--- src/inc/wrt_pkg.sv ---
// Constants shared by the windowed refresh timer and its prescaler
`default_nettype none
package wrt_pkg;
    // ==========================================================
    // Counter layout
    localparam int          CNT_W        = 7;        // Downcounter width
    localparam int          EXPIRE_BIT   = 6;        // Counter expires when this bit falls
    localparam logic [6:0]  CNT_RESET    = 7'h7f;    // Counter value after reset
    localparam logic [6:0]  WIN_RESET    = 7'h7f;    // Window value after reset
    localparam logic [6:0]  CNT_EXPIRE   = 7'h40;    // Last value before expiry

    // ==========================================================
    // Tick timing at the 100 MHz system clock
    localparam int          CLK_PERIOD_NS = 10;      // System clock period
    localparam int          FAST_TICK_NS  = 75000;   // Shortest timeout step, 75 us
    localparam int          SLOW_TICK_NS  = 1000000; // Long step, 64 steps give 64 ms
    localparam int          FAST_TICK_CYC = FAST_TICK_NS / CLK_PERIOD_NS;
    localparam int          SLOW_TICK_CYC = SLOW_TICK_NS / CLK_PERIOD_NS;
    localparam int          TICK_CNT_W    = 20;      // Prescaler counter width
endpackage
`default_nettype wire

--- src/design/wrt_prescaler.sv ---
// Tick generator that divides the system clock for the downcounter
`timescale 1ns/1ps
`default_nettype none
module wrt_prescaler #(
    parameter int FAST_CYC = wrt_pkg::FAST_TICK_CYC, // Cycles per fast tick
    parameter int SLOW_CYC = wrt_pkg::SLOW_TICK_CYC  // Cycles per slow tick
) (
    input  wire logic sys_clk,   // System clock
    input  wire logic rst,       // Asynchronous reset, active high
    input  wire logic clk_en,    // Freezes all state while low
    input  wire logic restart,   // Restart the tick period
    input  wire logic slow_sel,  // Select the long tick period
    output logic      tick       // One-cycle tick pulse
);
    import wrt_pkg::*;

    localparam logic [TICK_CNT_W-1:0] FAST_LAST = TICK_CNT_W'(FAST_CYC - 1);
    localparam logic [TICK_CNT_W-1:0] SLOW_LAST = TICK_CNT_W'(SLOW_CYC - 1);

    logic [TICK_CNT_W-1:0] div_cnt;
    logic                  at_last;

    initial begin
        if (FAST_CYC < 1 || SLOW_CYC < 1 || SLOW_CYC >= (1 << TICK_CNT_W)
                || FAST_CYC >= (1 << TICK_CNT_W)) begin
            $error("wrt_prescaler: tick cycle counts out of range");
        end
    end

    assign at_last = slow_sel ? (div_cnt >= SLOW_LAST) : (div_cnt >= FAST_LAST);

    // ==========================================================
    // Divider counter and tick pulse
    always_ff @(posedge sys_clk or posedge rst) begin
        if (rst) begin
            div_cnt <= '0;
            tick    <= 1'b0;
        end else if (clk_en) begin
            if (restart || at_last) begin
                div_cnt <= '0;
            end else begin
                div_cnt <= div_cnt + 1'b1;
            end
            tick <= at_last && !restart;
        end
    end
endmodule
`default_nettype wire

--- src/design/wrt_windowed_refresh_timer.sv ---
// Window watchdog: downcounter, window compare, activation and reset request
//
// Function
// - Activated by option setting caught at reset release, or by software enable.
// - Once active, nothing but a device reset makes it inactive.
// - Counter reaching expiry without refresh asserts reset; 75 us to 64 ms.
// - Refresh while counter is above window value asserts reset.
`timescale 1ns/1ps
`default_nettype none
module wrt_windowed_refresh_timer #(
    parameter int FAST_CYC = wrt_pkg::FAST_TICK_CYC, // Cycles per fast tick
    parameter int SLOW_CYC = wrt_pkg::SLOW_TICK_CYC  // Cycles per slow tick
) (
    input  wire logic                      sys_clk,     // System clock, 100 MHz
    input  wire logic                      rst,         // Asynchronous reset, active high
    input  wire logic                      clk_en,      // Freezes all state while low
    input  wire logic                      opt_enable,  // Option setting: active from reset
    input  wire logic                      sw_enable,   // Software activation strobe
    input  wire logic                      slow_sel,    // Long tick period select
    input  wire logic                      win_wr,      // Window value write strobe
    input  wire logic [wrt_pkg::CNT_W-1:0] win_val,     // New window value
    input  wire logic                      refresh,     // Refresh write strobe
    input  wire logic [wrt_pkg::CNT_W-1:0] refresh_val, // Value loaded by a refresh
    output logic                           active,      // Watchdog is running
    output logic [wrt_pkg::CNT_W-1:0]      count,       // Current downcounter value
    output logic [wrt_pkg::CNT_W-1:0]      window,      // Current window value
    output logic                           reset_req,   // Reset request, held until reset
    output logic                           early_fault  // Last reset was an early refresh
);
    import wrt_pkg::*;

    logic strap_done;
    logic tick;
    logic too_early;
    logic expire;

    initial begin
        if (CNT_W != EXPIRE_BIT + 1) begin
            $error("wrt_windowed_refresh_timer: counter width mismatch");
        end
    end

    // ==========================================================
    // Prescaler
    wrt_prescaler #(
        .FAST_CYC (FAST_CYC),
        .SLOW_CYC (SLOW_CYC)
    ) u_prescaler (
        .sys_clk  (sys_clk),
        .rst      (rst),
        .clk_en   (clk_en),
        .restart  (refresh && active),
        .slow_sel (slow_sel),
        .tick     (tick)
    );

    // Fault conditions; a reload with the expiry bit clear expires at the next tick
    assign too_early = active && refresh && (count > window);
    assign expire    = active && tick && !refresh && (count <= CNT_EXPIRE);

    // ==========================================================
    // Activation: option setting caught once after reset release, software enable at any time
    always_ff @(posedge sys_clk or posedge rst) begin
        if (rst) begin
            strap_done <= 1'b0;
            active     <= 1'b0;
        end else if (clk_en) begin
            strap_done <= 1'b1;
            if ((!strap_done && opt_enable) || sw_enable) begin
                active <= 1'b1;
            end
            // No clear path: only rst returns it to inactive
        end
    end

    // ==========================================================
    // Window register
    always_ff @(posedge sys_clk or posedge rst) begin
        if (rst) begin
            window <= WIN_RESET;
        end else if (clk_en && win_wr) begin
            window <= win_val;
        end
    end

    // ==========================================================
    // Downcounter
    always_ff @(posedge sys_clk or posedge rst) begin
        if (rst) begin
            count <= CNT_RESET;
        end else if (clk_en && active) begin
            if (refresh) begin
                count <= refresh_val;
            end else if (tick && count[EXPIRE_BIT]) begin
                count <= count - 1'b1;
            end
        end
    end

    // ==========================================================
    // Reset request, sticky until system reset
    always_ff @(posedge sys_clk or posedge rst) begin
        if (rst) begin
            reset_req   <= 1'b0;
            early_fault <= 1'b0;
        end else if (clk_en && !reset_req) begin
            if (too_early) begin
                reset_req   <= 1'b1;
                early_fault <= 1'b1;
            end else if (expire) begin
                reset_req   <= 1'b1;
            end
        end
    end
endmodule
`default_nettype wire

--- config.mk ---
export PLATFORM = sky130hd
export DESIGN_NAME = wrt_windowed_refresh_timer
export DESIGN_NICKNAME = d
export VERILOG_FILES = /design/src/inc/wrt_pkg.sv /design/src/design/wrt_prescaler.sv /design/src/design/wrt_windowed_refresh_timer.sv
export SDC_FILE = /design/constraint.sdc
export NUM_CORES = 1
export LEC_CHECK = 0
export BUFFER_PORTS_ARGS = -buffer_cell sky130_fd_sc_hd__buf_4
export CAP_MARGIN = 20
export CELL_PAD_IN_SITES_DETAIL_PLACEMENT = 0
export CELL_PAD_IN_SITES_GLOBAL_PLACEMENT = 1
export CORE_ASPECT_RATIO = 1.25
export CORE_MARGIN = 5
export CORE_UTILIZATION = 43
export DETAILED_ROUTE_END_ITERATION = 7
export GPL_ROUTABILITY_DRIVEN = 1
export GPL_TIMING_DRIVEN = 0
export PLACE_DENSITY = 0.83
export SLEW_MARGIN = 20
export SYNTH_ARGS = -nofsm -noshare
export SYNTH_HDL_FRONTEND = slang
export SYNTH_HIERARCHICAL = 1
export SYNTH_SLANG_ARGS = --single-unit
--- constraint.sdc ---
create_clock -name sys_clk -period 2.22 [get_ports sys_clk]
set_input_delay 0.111 -clock sys_clk [delete_from_list [all_inputs] [get_ports sys_clk]]
set_output_delay 0.111 -clock sys_clk [all_outputs]
set_load 0.01 [all_outputs]
* Yosys cells after proc, flatten, opt, wreduce, memory -nomap -nowiden
Index checks and enable logic that the tools add are counted.
Storage, ports and cells: word-level logic and storage cells 43, register bits after elaboration 39, output and inout port bits 17
Operators by class: multiplexer cells 6, $lt $le $gt $ge 4, $add $sub $neg 2, reductions and logical operators 23
Operators with widths (count):
- 20-bit by 1-bit adder with 20-bit output (second input constant) | 1
- 20-bit by 13-bit >= comparator with 1-bit output (second input constant) | 1
- 20-bit by 17-bit >= comparator with 1-bit output (second input constant) | 1
- 20-bit two-way mux | 1
- 7-bit two-way mux | 2
- 1-bit logical AND | 11
- 2-bit AND reduction | 4
- 7-bit > comparator | 1
- 7-bit <= comparator (second input constant) | 1
- 7-bit by 1-bit subtractor with 7-bit output (second input constant) | 1
- 1-bit zero test | 4
- 2-bit nonzero test | 2
- 1-bit two-way mux | 3
- 1-bit logical OR | 2

* Longest topological paths before layout
Gate-level depths: netlist of the first run.
depth after elaboration 5, mapped depth 8, mapped depth without buffers 6

* Modules after synthesis
The synthesis of the first run kept the hierarchy.
By module, submodules not included:
- wrt_prescaler | area each 1182.4 um2, instances 1, cells each 126, sequential area each 525.5 um2
- wrt_windowed_refresh_timer | area each 1053.5 um2, instances 1, cells each 105, sequential area each 467.9 um2

* Worst setup path before layout of the first run
OpenSTA, ideal clock, no wires.
kind register to register, start register u_prescaler.div_cnt[0], end register u_prescaler.div_cnt[3], period minus slack after synthesis 1852 ps, data arrival time 1781 ps, stages on the path, launching flop included 9, slack 368 ps, path through dfrtp_1 > ha_1 > o211ai_1 > a311oi_1 > or3_4 > and3_1 > buf_6 > buf_8 > nor2_1
On the way: cells in the longest elaborated chain, start to end 4, elaborated cells on any way between the ends 6, those cells by class add/sub: 1; order compare: 2; mux: 2; reduce/logical: 1
RTL lines:
- start, declared | RTL line wrt_prescaler.sv:20 | logic [TICK_CNT_W-1:0] div_cnt;
- start signal, assigned | RTL line wrt_prescaler.sv:42 | div_cnt <= div_cnt + 1'b1;
- 20-bit by 13-bit >= comparator with 1-bit output or 20-bit by 17-bit >= comparator with 1-bit output (tied branches) | RTL line wrt_prescaler.sv:30 | assign at_last = slow_sel ? (div_cnt >= SLOW_LAST) : (div_cnt >= FAST_LAST);
- 1-bit two-way mux | RTL line wrt_prescaler.sv:30
- 1-bit logical OR | RTL line wrt_prescaler.sv:39 | if (restart || at_last) begin
- 20-bit two-way mux (*) | RTL line wrt_prescaler.sv:39
Every way passes the cells marked *; elsewhere a longest branch is shown, timed or not. A chain may end at the register's enable or synchronous reset.

* Worst setup path after layout of the first run
start register u_prescaler.div_cnt[0], end register u_prescaler.div_cnt[18]
The elaborated chain is that of the path after synthesis.

==> flow_summary.yaml, run 1 <==
drt:
  drc_errors: 0
  dr_total_vias: 1835
  via_per_inst: 5.40
  wl_per_cell_um: 14.7
  drt_wl_total_um: 5000
  dr.pass1.iters: 4
  drtAntennaViolNets: 0
  drt_iter0_markers: 58
cts:
  cts_max_level: 2
  clock_sinks: 39
  clock-root-buffer: "clkbuf_8"
  cts_buffer_depth: 2
  postCtsSetupRepairBufs: 0
  cts_buffers: 5
  cts.clk_slew.worst_paths_ns: 0.09
  clk_latency_ns: 0.29
  cts_tree: "done"
pwr:
  netSwitchingPower_w: 0.000611
  power_switching_share_pct: 29.9
  p_leak_nw: 1.21
  intPower_w: 0.00144
  pwr_density_cell_nw_per_um2: 752
  comb_power_share_pct: 24.7
  max-vdd-ir-drop_mv: 0.390
  seqPwrFrac_pct: 46.1
  clock_power_share_pct: 29.2
  p_total_w: 0.00205
sta:
  min_period_over_period_pct: 91.3
  hold_viol: 0
  setup-tns-final_ns: 0
  rsz0062_at_grt: "no"
  slew_violations: 0
  period_minus_slack_ns: 2.03
  fmaxAchievable_ghz: 0.493
  finalClockSkew_ns: 0.0109
  worst_slew_margin_rel_pct: 45.3
  worst_hold_slack_ns: 0.0389
  tightestPinTransition_ns: 0.820
  setup_violations: 0
synth:
  synth_area_leaders: "dfrtp_1, dfstp_2, ha_1"
  synth_area_um2: 2240
  synth.largest_area_cell: "dfrtp_1"
  yosys_warnings: 6
  synthCells: 231
  synthArstFlopShare_pct: 100
  ys_seq_area_share_pct: 44.4
  avgSynthCellArea_um2: 9.68
  synth-seq-cells: 39
  synth_cell_types: 46
  synth_edf_count: 0
  ys.flop_type: "dfrtp_1"
  synthTopCellsByCount: "nor2_1, dfrtp_1, nand2_1, inv_1, dfstp_2"
  synth.most_common_cell: "nor2_1"
  synth_top_area_share_pct: 28.0
  syn-num-nets: 262
global_route:
  antenna_found_initial: 0
  grt_util_all_layers_pct: 16.2
  grt_pass1_wl_um: 8640
  first_global_vias: 1861
  overflow: 0
  grt_max_degree: 22
placement:
  dp_hpwl_um: 3750
  port-buffer-count: 38
  place.gp.congestion: 0.798
  dpl_cell_area_um2: 2600
floorplanning:
  core_area_um2: 5080
  pin_count: 39
  die_h_um: 90.6
  die_area_um2: 6750
  die_w_um: 74.5
  initial_core_util_pct: 44.0
  rows: 29
layout:
  stdcell_area_um2: 2720
  layout.nets: 308
  final-seq-area_um2: 993
  area_growth_pct: 21.7
  fill_cells: 480
  multi_input_area_um2: 1130
  insertedDiodeCount: 0
  drive_gt1_share_pct: 28.8
run:
  cap_violations: 0
worst_setup_path:
  crit_type: "reg -> reg"
  arrival_ns: 2.25
  crit_end: "u_prescaler/div_cnt[18]"
  critPathLaunchType: "flop"
  ff2ff_setup_slack_ns: 0.19
  crit_start: "u_prescaler/div_cnt[0]"
  r2r-start: "u_prescaler/div_cnt[0]"
  timing.rr.end: "u_prescaler/div_cnt[18]"
  worstPathRequired_ns: 2.44
  r2r_cells: 8
  end_kind: "flop"
  crit_path_max_fanout: 10
min_path:
  hp-class: "in -> reg"
outcome:
  outcome: "finished clean"
[logic make-up (layout without fill, tap and decap cells)]
| group | Yosys count | count (layout) | share of synthesized area (%) |
|---|---|---|---|
| buf+inv | 23 | 70 | 4.98 |
| fa+ha+maj | 9 | 9 | 5.04 |
| xor+xnor | 17 | 17 | 6.66 |
| flops | 39 | 39 | 44.4 |
| compound gates | 42 | 42 | 13.7 |
| mux | 8 | 8 | 4.03 |
| simple gates | 93 | 93 | 21.2 |
[state kept, by name, summed over array words and instances, names as in the netlist]
signal               cells
reset_req                1
window                   7
count                    7
u_prescaler/tick         1
strap_done               1
u_prescaler/div_cnt     20
active                   1
early_fault              1
[cells in the final DEF, fill, tap and decap left out, drive strengths merged, types with 4 or more instances in the layout]
| cell type | count |
|---|---|
| a21oi | 7 |
| a22o | 5 |
| and3 | 4 |
| buf | 43 |
| clkbuf | 6 |
| dfrtp | 25 |
| dfstp | 14 |
| ha | 9 |
| inv | 17 |
| mux2 | 8 |
| nand2 | 22 |
| nand3 | 8 |
| nand4 | 6 |
| nor2 | 27 |
| nor3 | 8 |
| nor4 | 4 |
| o21ai | 13 |
| xnor2 | 9 |
| xor2 | 8 |
[worst min-delay path by stage]
stage | startpoint | endpoint | slack, ns | cells after the start
4_1_cts | refresh_val[6] | count[6] | 0.03 | 3
6_report | refresh_val[6] | count[6] | 0.04 | 3
2_1_floorplan | rst | active | 0.04 | 1
3_5_place_dp | rst | early_fault | 0.29 | 2
3_3_place_gp | rst | early_fault | 0.28 | 2
5_1_grt | refresh_val[6] | count[6] | 0.03 | 3
[critical path, stage by stage (launching register included)]
cell and delay, ns:
dfrtp_1 0.42, ha_1 0.27, o211ai_1 0.18, a311oi_1 0.14, or3_4 0.40, and3_1 0.18, buf_6 0.14, buf_8 0.13
nor2_1 0.10
[layer usage]
layer  GRT usage (%)  up-vias  share of wire [%]
li1                -      906                  -
met1            20.0      879                 42
met2            27.8       42                 51
met3            3.45        8                5.6
met4            4.45        0                1.4
met5               0        -                  0
[power by group through the flow]
stage          clock network, W  logic [W]  registers (W)
2_1_floorplan                 0   0.000277       0.000959
6_report               0.000597   0.000506       0.000944
4_1_cts                0.000620   0.000516       0.000945
3_5_place_dp                  0   0.000514       0.000957
3_3_place_gp                  0   0.000499       0.000956
5_1_grt                0.000655   0.000567       0.000962
[final cells by class]
class                   instances  area share (%)
multi-input cells             169            41.6
well taps                      62            2.85
flip-flops and latches         39            36.5
clock buffers                   5            2.53
inverters                      17            2.34
clock inverters                 3            1.61
plain buffers                   6            1.75
repair buffers                 39            10.9
[repair_timing]
action,4_1_cts,5_1_grt
endpoints found under the hold margin,4,0
hold buffers,1,0
resized for setup,0,0
[metrics by stage]
| stage | utilization, % | setup slack (ns) | std cells |
|---|---|---|---|
| floorplan | - | 0.368 | 231 |
| global placement | 51.2 | 0.222 | 331 |
| detailed placement | 51.2 | 0.195 | 331 |
| CTS | 53.6 | 0.178 | 340 |
| global route | 53.6 | 0.00829 | 340 |
| finish | 53.6 | 0.193 | 340 |
(Power assumes the default switching activity.)
==> run 2: changes to the inputs <==
- RECOVER_POWER: unset -> 50
==> run 2 against run 1 <==
Die area is the same. Cell area shrank 1.4%. Sequential power shrank 2%. First-iteration DRC count grew 1.7%. Count of clock-buffer cells in the layout is the same. Hold slack gained 0.0053 ns. Critical path type unchanged.
==> flow_summary.yaml, run 2 (synthesized netlist as in run 1, its figures left out) <==
cts:
  cts.clk_slew.worst_paths_ns: 0.09
  cts_buffers: 5
  clock_sinks: 39
  cts_tree: "done"
  cts_hold_buf: 1
  postCtsSetupRepairBufs: 0
  clock-root-buffer: "clkbuf_8"
  cts_resized: 0
  cts_buffer_depth: 2
  clk_latency_ns: 0.29
  cts_max_level: 2
sta:
  worst_hold_slack_ns: 0.0443
  min_period_over_period_pct: 91.5
  finalClockSkew_ns: 0.0102
  slew_violations: 0
  worst_slew_margin_rel_pct: 45.4
  setup-tns-final_ns: 0
  period_minus_slack_ns: 2.03
  tightestPinTransition_ns: 0.818
  setup_violations: 0
  fmaxAchievable_ghz: 0.492
  rsz0062_at_grt: "no"
  hold_viol: 0
drt:
  via_per_inst: 5.37
  drc_errors: 0
  drtAntennaViolNets: 0
  dr_total_vias: 1825
  drt_iter0_markers: 59
  wl_per_cell_um: 14.7
  dr.pass1.iters: 4
  drt_wl_total_um: 5010
layout:
  area_growth_pct: 20.0
  drive_gt1_share_pct: 20.1
  fill_cells: 495
  stdcell_area_um2: 2680
  insertedDiodeCount: 0
  top_regs: "u_prescaler/div_cnt: 20 flops, count: 7 flops, window: 7 flops"
  largest_register_ffs: 20
  layout_commonest_cell: "buf_4"
  final_cell_mix: "buf_4, nor2_1, dfrtp_1, nand2_1, inv_1"
  layout.nets: 308
  fin_cells: 340
  regMostFlops: "u_prescaler/div_cnt"
floorplanning:
  pin_count: 39
  core_area_um2: 5080
  die_h_um: 90.6
  rows: 29
  initial_core_util_pct: 44.0
  die_w_um: 74.5
  die_area_um2: 6750
worst_setup_path:
  critPathLaunchType: "flop"
  end_kind: "flop"
  r2r-start: "u_prescaler/div_cnt[0]"
  worstPathRequired_ns: 2.44
  crit_type: "reg -> reg"
  crit_start: "u_prescaler/div_cnt[0]"
  arrival_ns: 2.25
  crit_path_max_fanout: 10
global_route:
  grt_pass1_wl_um: 8640
  antenna_found_initial: 0
  use_met3_pct: 3.45
  overflow: 0
  grt_max_degree: 22
  first_global_vias: 1861
  gr-usage-met1_pct: 20.0
  grtUsageMet2_pct: 27.8
  grt_util_all_layers_pct: 16.2
  grt-busiest-layer: "met2"
placement:
  dp.cells: 331
  port-buffer-count: 38
  dp_hpwl_um: 3750
  place.gp.congestion: 0.798
  dpl_cell_area_um2: 2600
min_path:
  holdCritStartpoint: "refresh_val[6]"
  hp-class: "in -> reg"
pwr:
  p_leak_nw: 1.17
  max-vdd-ir-drop_mv: 0.390
  p_total_w: 0.00200
  pwr_density_cell_nw_per_um2: 745
run:
  cap_violations: 0
outcome:
  outcome: "finished clean"
run 2: changes by cell type in the layout (fill, tap and decap cells not counted), sizes merged:
cell	before	now
buf	43	32
clkbuf	6	17
run 2: path summary, 6_finish.rpt:
kind	to	slack, ns	cells past startpoint
worst min-delay path	count[6]	0.04	3
worst max register to register	u_prescaler/div_cnt[18]	0.19	8
worst min register to register	early_fault	0.48	1
worst max-delay path	u_prescaler/div_cnt[18]	0.19	8
min in group asynchronous	strap_done	0.51	3
max in group asynchronous	u_prescaler/div_cnt[1]	1.15	3
run 2: final cells by class:
cell class	count	area, um^2	area share [%]
Sequential cell	39	993	37.0
Clock buffer	5	68.8	2.56
Buffer	6	47.5	1.77
Inverter	17	63.8	2.38
Timing Repair Buffer	39	258	9.60
Tap cell	62	77.6	2.89
Clock inverter	3	43.8	1.63
Multi-Input combinational cell	169	1130	42.1
run 2: where the power goes:
group          switching, W  internal, W  leakage (nW)
clock              0.000263     0.000335        0.0581
combinational      0.000238     0.000238         0.640
sequential         0.000109     0.000815         0.470
run 2: metrics by stage:
step,setup WS [ns],util (%)
3_5_place_dp,0.195,51.2
6_report,0.189,52.8
2_1_floorplan,0.368,-
4_1_cts,0.178,53.6
3_3_place_gp,0.222,51.2
5_1_grt,0.00850,52.8
run 2: routing by layer:
layer	routed length (um)	up-vias
met5	0	-
met4	68	0
met3	285	8
met2	2560	40
met1	2100	871
li1	-	906
run 2: worst max-delay path, stage by stage (launching register included):
cell	delay, ns
dfrtp_1	0.42
ha_1	0.27
o211ai_1	0.18
a311oi_1	0.14
or3_4	0.40
and3_1	0.18
buf_6	0.14
buf_8	0.13
nor2_1	0.10
==> run 3: changes to the inputs <==
- CORE_MARGIN: 5 -> unset
- PLACE_DENSITY: 0.83 -> unset
- PLACE_DENSITY_LB_ADDON: unset -> 0.2
==> run 3 against run 2 <==
Cell area about the same. Maximum frequency is 0.15% lower. Hold slack worse by 0.0031 ns.
==> flow_summary.yaml, run 3 (synthesized netlist as in run 1, its figures left out) <==
layout:
  area_growth_pct: 20.1
  regMostFlops: "u_prescaler/div_cnt"
  insertedDiodeCount: 0
  layout.nets: 308
  top_regs: "u_prescaler/div_cnt: 20 flops, count: 7 flops, window: 7 flops"
  fin_cells: 340
  final_cell_mix: "buf_4, nor2_1, dfrtp_1, nand2_1, inv_1"
  largest_register_ffs: 20
  layout_commonest_cell: "buf_4"
  drive_gt1_share_pct: 19.8
sta:
  fmaxAchievable_ghz: 0.491
  setup_violations: 0
  rsz0062_at_grt: "no"
  min_period_over_period_pct: 91.6
  hold_viol: 0
  worst_slew_margin_rel_pct: 46.9
  slew_violations: 0
  tightestPinTransition_ns: 0.796
  setup-tns-final_ns: 0
  period_minus_slack_ns: 2.03
  finalClockSkew_ns: 0.0102
run:
  cap_violations: 0
placement:
  port-buffer-count: 38
  place.gp.congestion: 0.819
  dp_hpwl_um: 3590
  dp.cells: 331
global_route:
  overflow: 0
  grt_max_degree: 22
  first_global_vias: 1756
  grt_util_all_layers_pct: 19.2
  antenna_found_initial: 0
  grt_pass1_wl_um: 7780
pwr:
  max-vdd-ir-drop_mv: 0.421
  netSwitchingPower_w: 0.000604
  clock_power_share_pct: 30.8
  comb_power_share_pct: 23.5
  p_leak_nw: 1.17
  seqPwrFrac_pct: 45.7
  pwr_density_cell_nw_per_um2: 752
  intPower_w: 0.00142
  power_switching_share_pct: 29.9
min_path:
  holdCritStartpoint: "refresh_val[6]"
  worstHoldEndpoint: "count[6]"
  hold_path_depth: 3
  hp-class: "in -> reg"
worst_setup_path:
  r2r_cells: 8
  end_kind: "flop"
  crit_type: "reg -> reg"
  timing.rr.end: "u_prescaler/div_cnt[16]"
  crit_path_max_fanout: 10
  ff2ff_setup_slack_ns: 0.19
  r2r-start: "u_prescaler/div_cnt[0]"
  worstPathRequired_ns: 2.45
  critPathLaunchType: "flop"
  arrival_ns: 2.26
cts:
  cts_resized: 0
  clock_sinks: 39
  cts_max_level: 2
  cts_buffers: 5
  cts.clk_slew.worst_paths_ns: 0.08
  cts_hold_buf: 1
  clock-root-buffer: "clkbuf_8"
  clk_latency_ns: 0.29
  postCtsSetupRepairBufs: 0
  cts_tree: "done"
  cts_buffer_depth: 2
drt:
  wl_per_cell_um: 14.0
  via_per_inst: 5.28
  drt_iter0_markers: 57
  dr.pass1.iters: 4
  drtAntennaViolNets: 0
  drc_errors: 0
  drt_wl_total_um: 4760
  dr_total_vias: 1795
floorplanning:
  die_area_um2: 5490
  pin_count: 39
  core_area_um2: 5040
  die_w_um: 66.5
  initial_core_util_pct: 44.3
  die_h_um: 82.6
  rows: 29
outcome:
  outcome: "finished clean"
run 3: worst max path at each step:
stage	startpoint	to	slack [ns]
final	u_prescaler/div_cnt[0]	u_prescaler/div_cnt[16]	0.19
after global routing	u_prescaler/div_cnt[0]	u_prescaler/div_cnt[18]	0.07
after CTS	u_prescaler/div_cnt[0]	u_prescaler/div_cnt[17]	0.17
after detailed placement	u_prescaler/div_cnt[0]	u_prescaler/div_cnt[16]	0.17
after global placement	u_prescaler/div_cnt[0]	u_prescaler/div_cnt[15]	0.21
after floorplan	u_prescaler/div_cnt[0]	u_prescaler/div_cnt[3]	0.37
run 3: per-layer routing:
metal  vias to the layer above  track usage (%)  part of all wire (%)
met5                         -                0                     0
met4                         0             8.94                   3.3
met3                        12             5.08                   4.3
met2                        43             34.6                    51
met1                       838             20.7                    42
li1                        902                -                     -
run 3: power by group through the flow:
stage	Combinational (W)	Clock [W]	Sequential (W)
after floorplan	0.000277	0	0.000959
after global placement	0.000499	0	0.000953
after detailed placement	0.000511	0	0.000957
after CTS	0.000514	0.000646	0.000944
after global routing	0.000541	0.000667	0.000935
final	0.000474	0.000623	0.000923
run 3: area by class of cell:
type / instances / area [um^2]
multi-input cells: 169 / 1130
well taps: 62 / 77.6
plain buffers: 6 / 47.5
inverters: 17 / 63.8
repair buffers: 39 / 254
clock inverters: 2 / 35.0
flip-flops and latches: 39 / 993
clock buffers: 6 / 82.6
fillers: 483 / 2360
run 3: metrics by stage:
step	setup slack [ns]	instance area [um^2]	utilization [%]	total power [W]	hold slack, ns
after global placement	0.213	2600	51.5	0.00145	0.273
final	0.185	2690	53.2	0.00202	0.0411
after CTS	0.169	2730	54.1	0.00210	0.0321
after detailed placement	0.173	2600	51.5	0.00147	0.275
after floorplan	0.368	2240	-	0.00124	0.0394
after global routing	0.0696	2690	53.2	0.00214	0.0365
run 3: worst max-delay path, stage by stage (launching register included):
cell      delay (ns)
dfrtp_1         0.41
ha_1            0.26
o211ai_1        0.19
a311oi_1        0.14
or3_4           0.41
and3_1          0.19
buf_6           0.14
buf_8           0.13
nor2_1          0.11
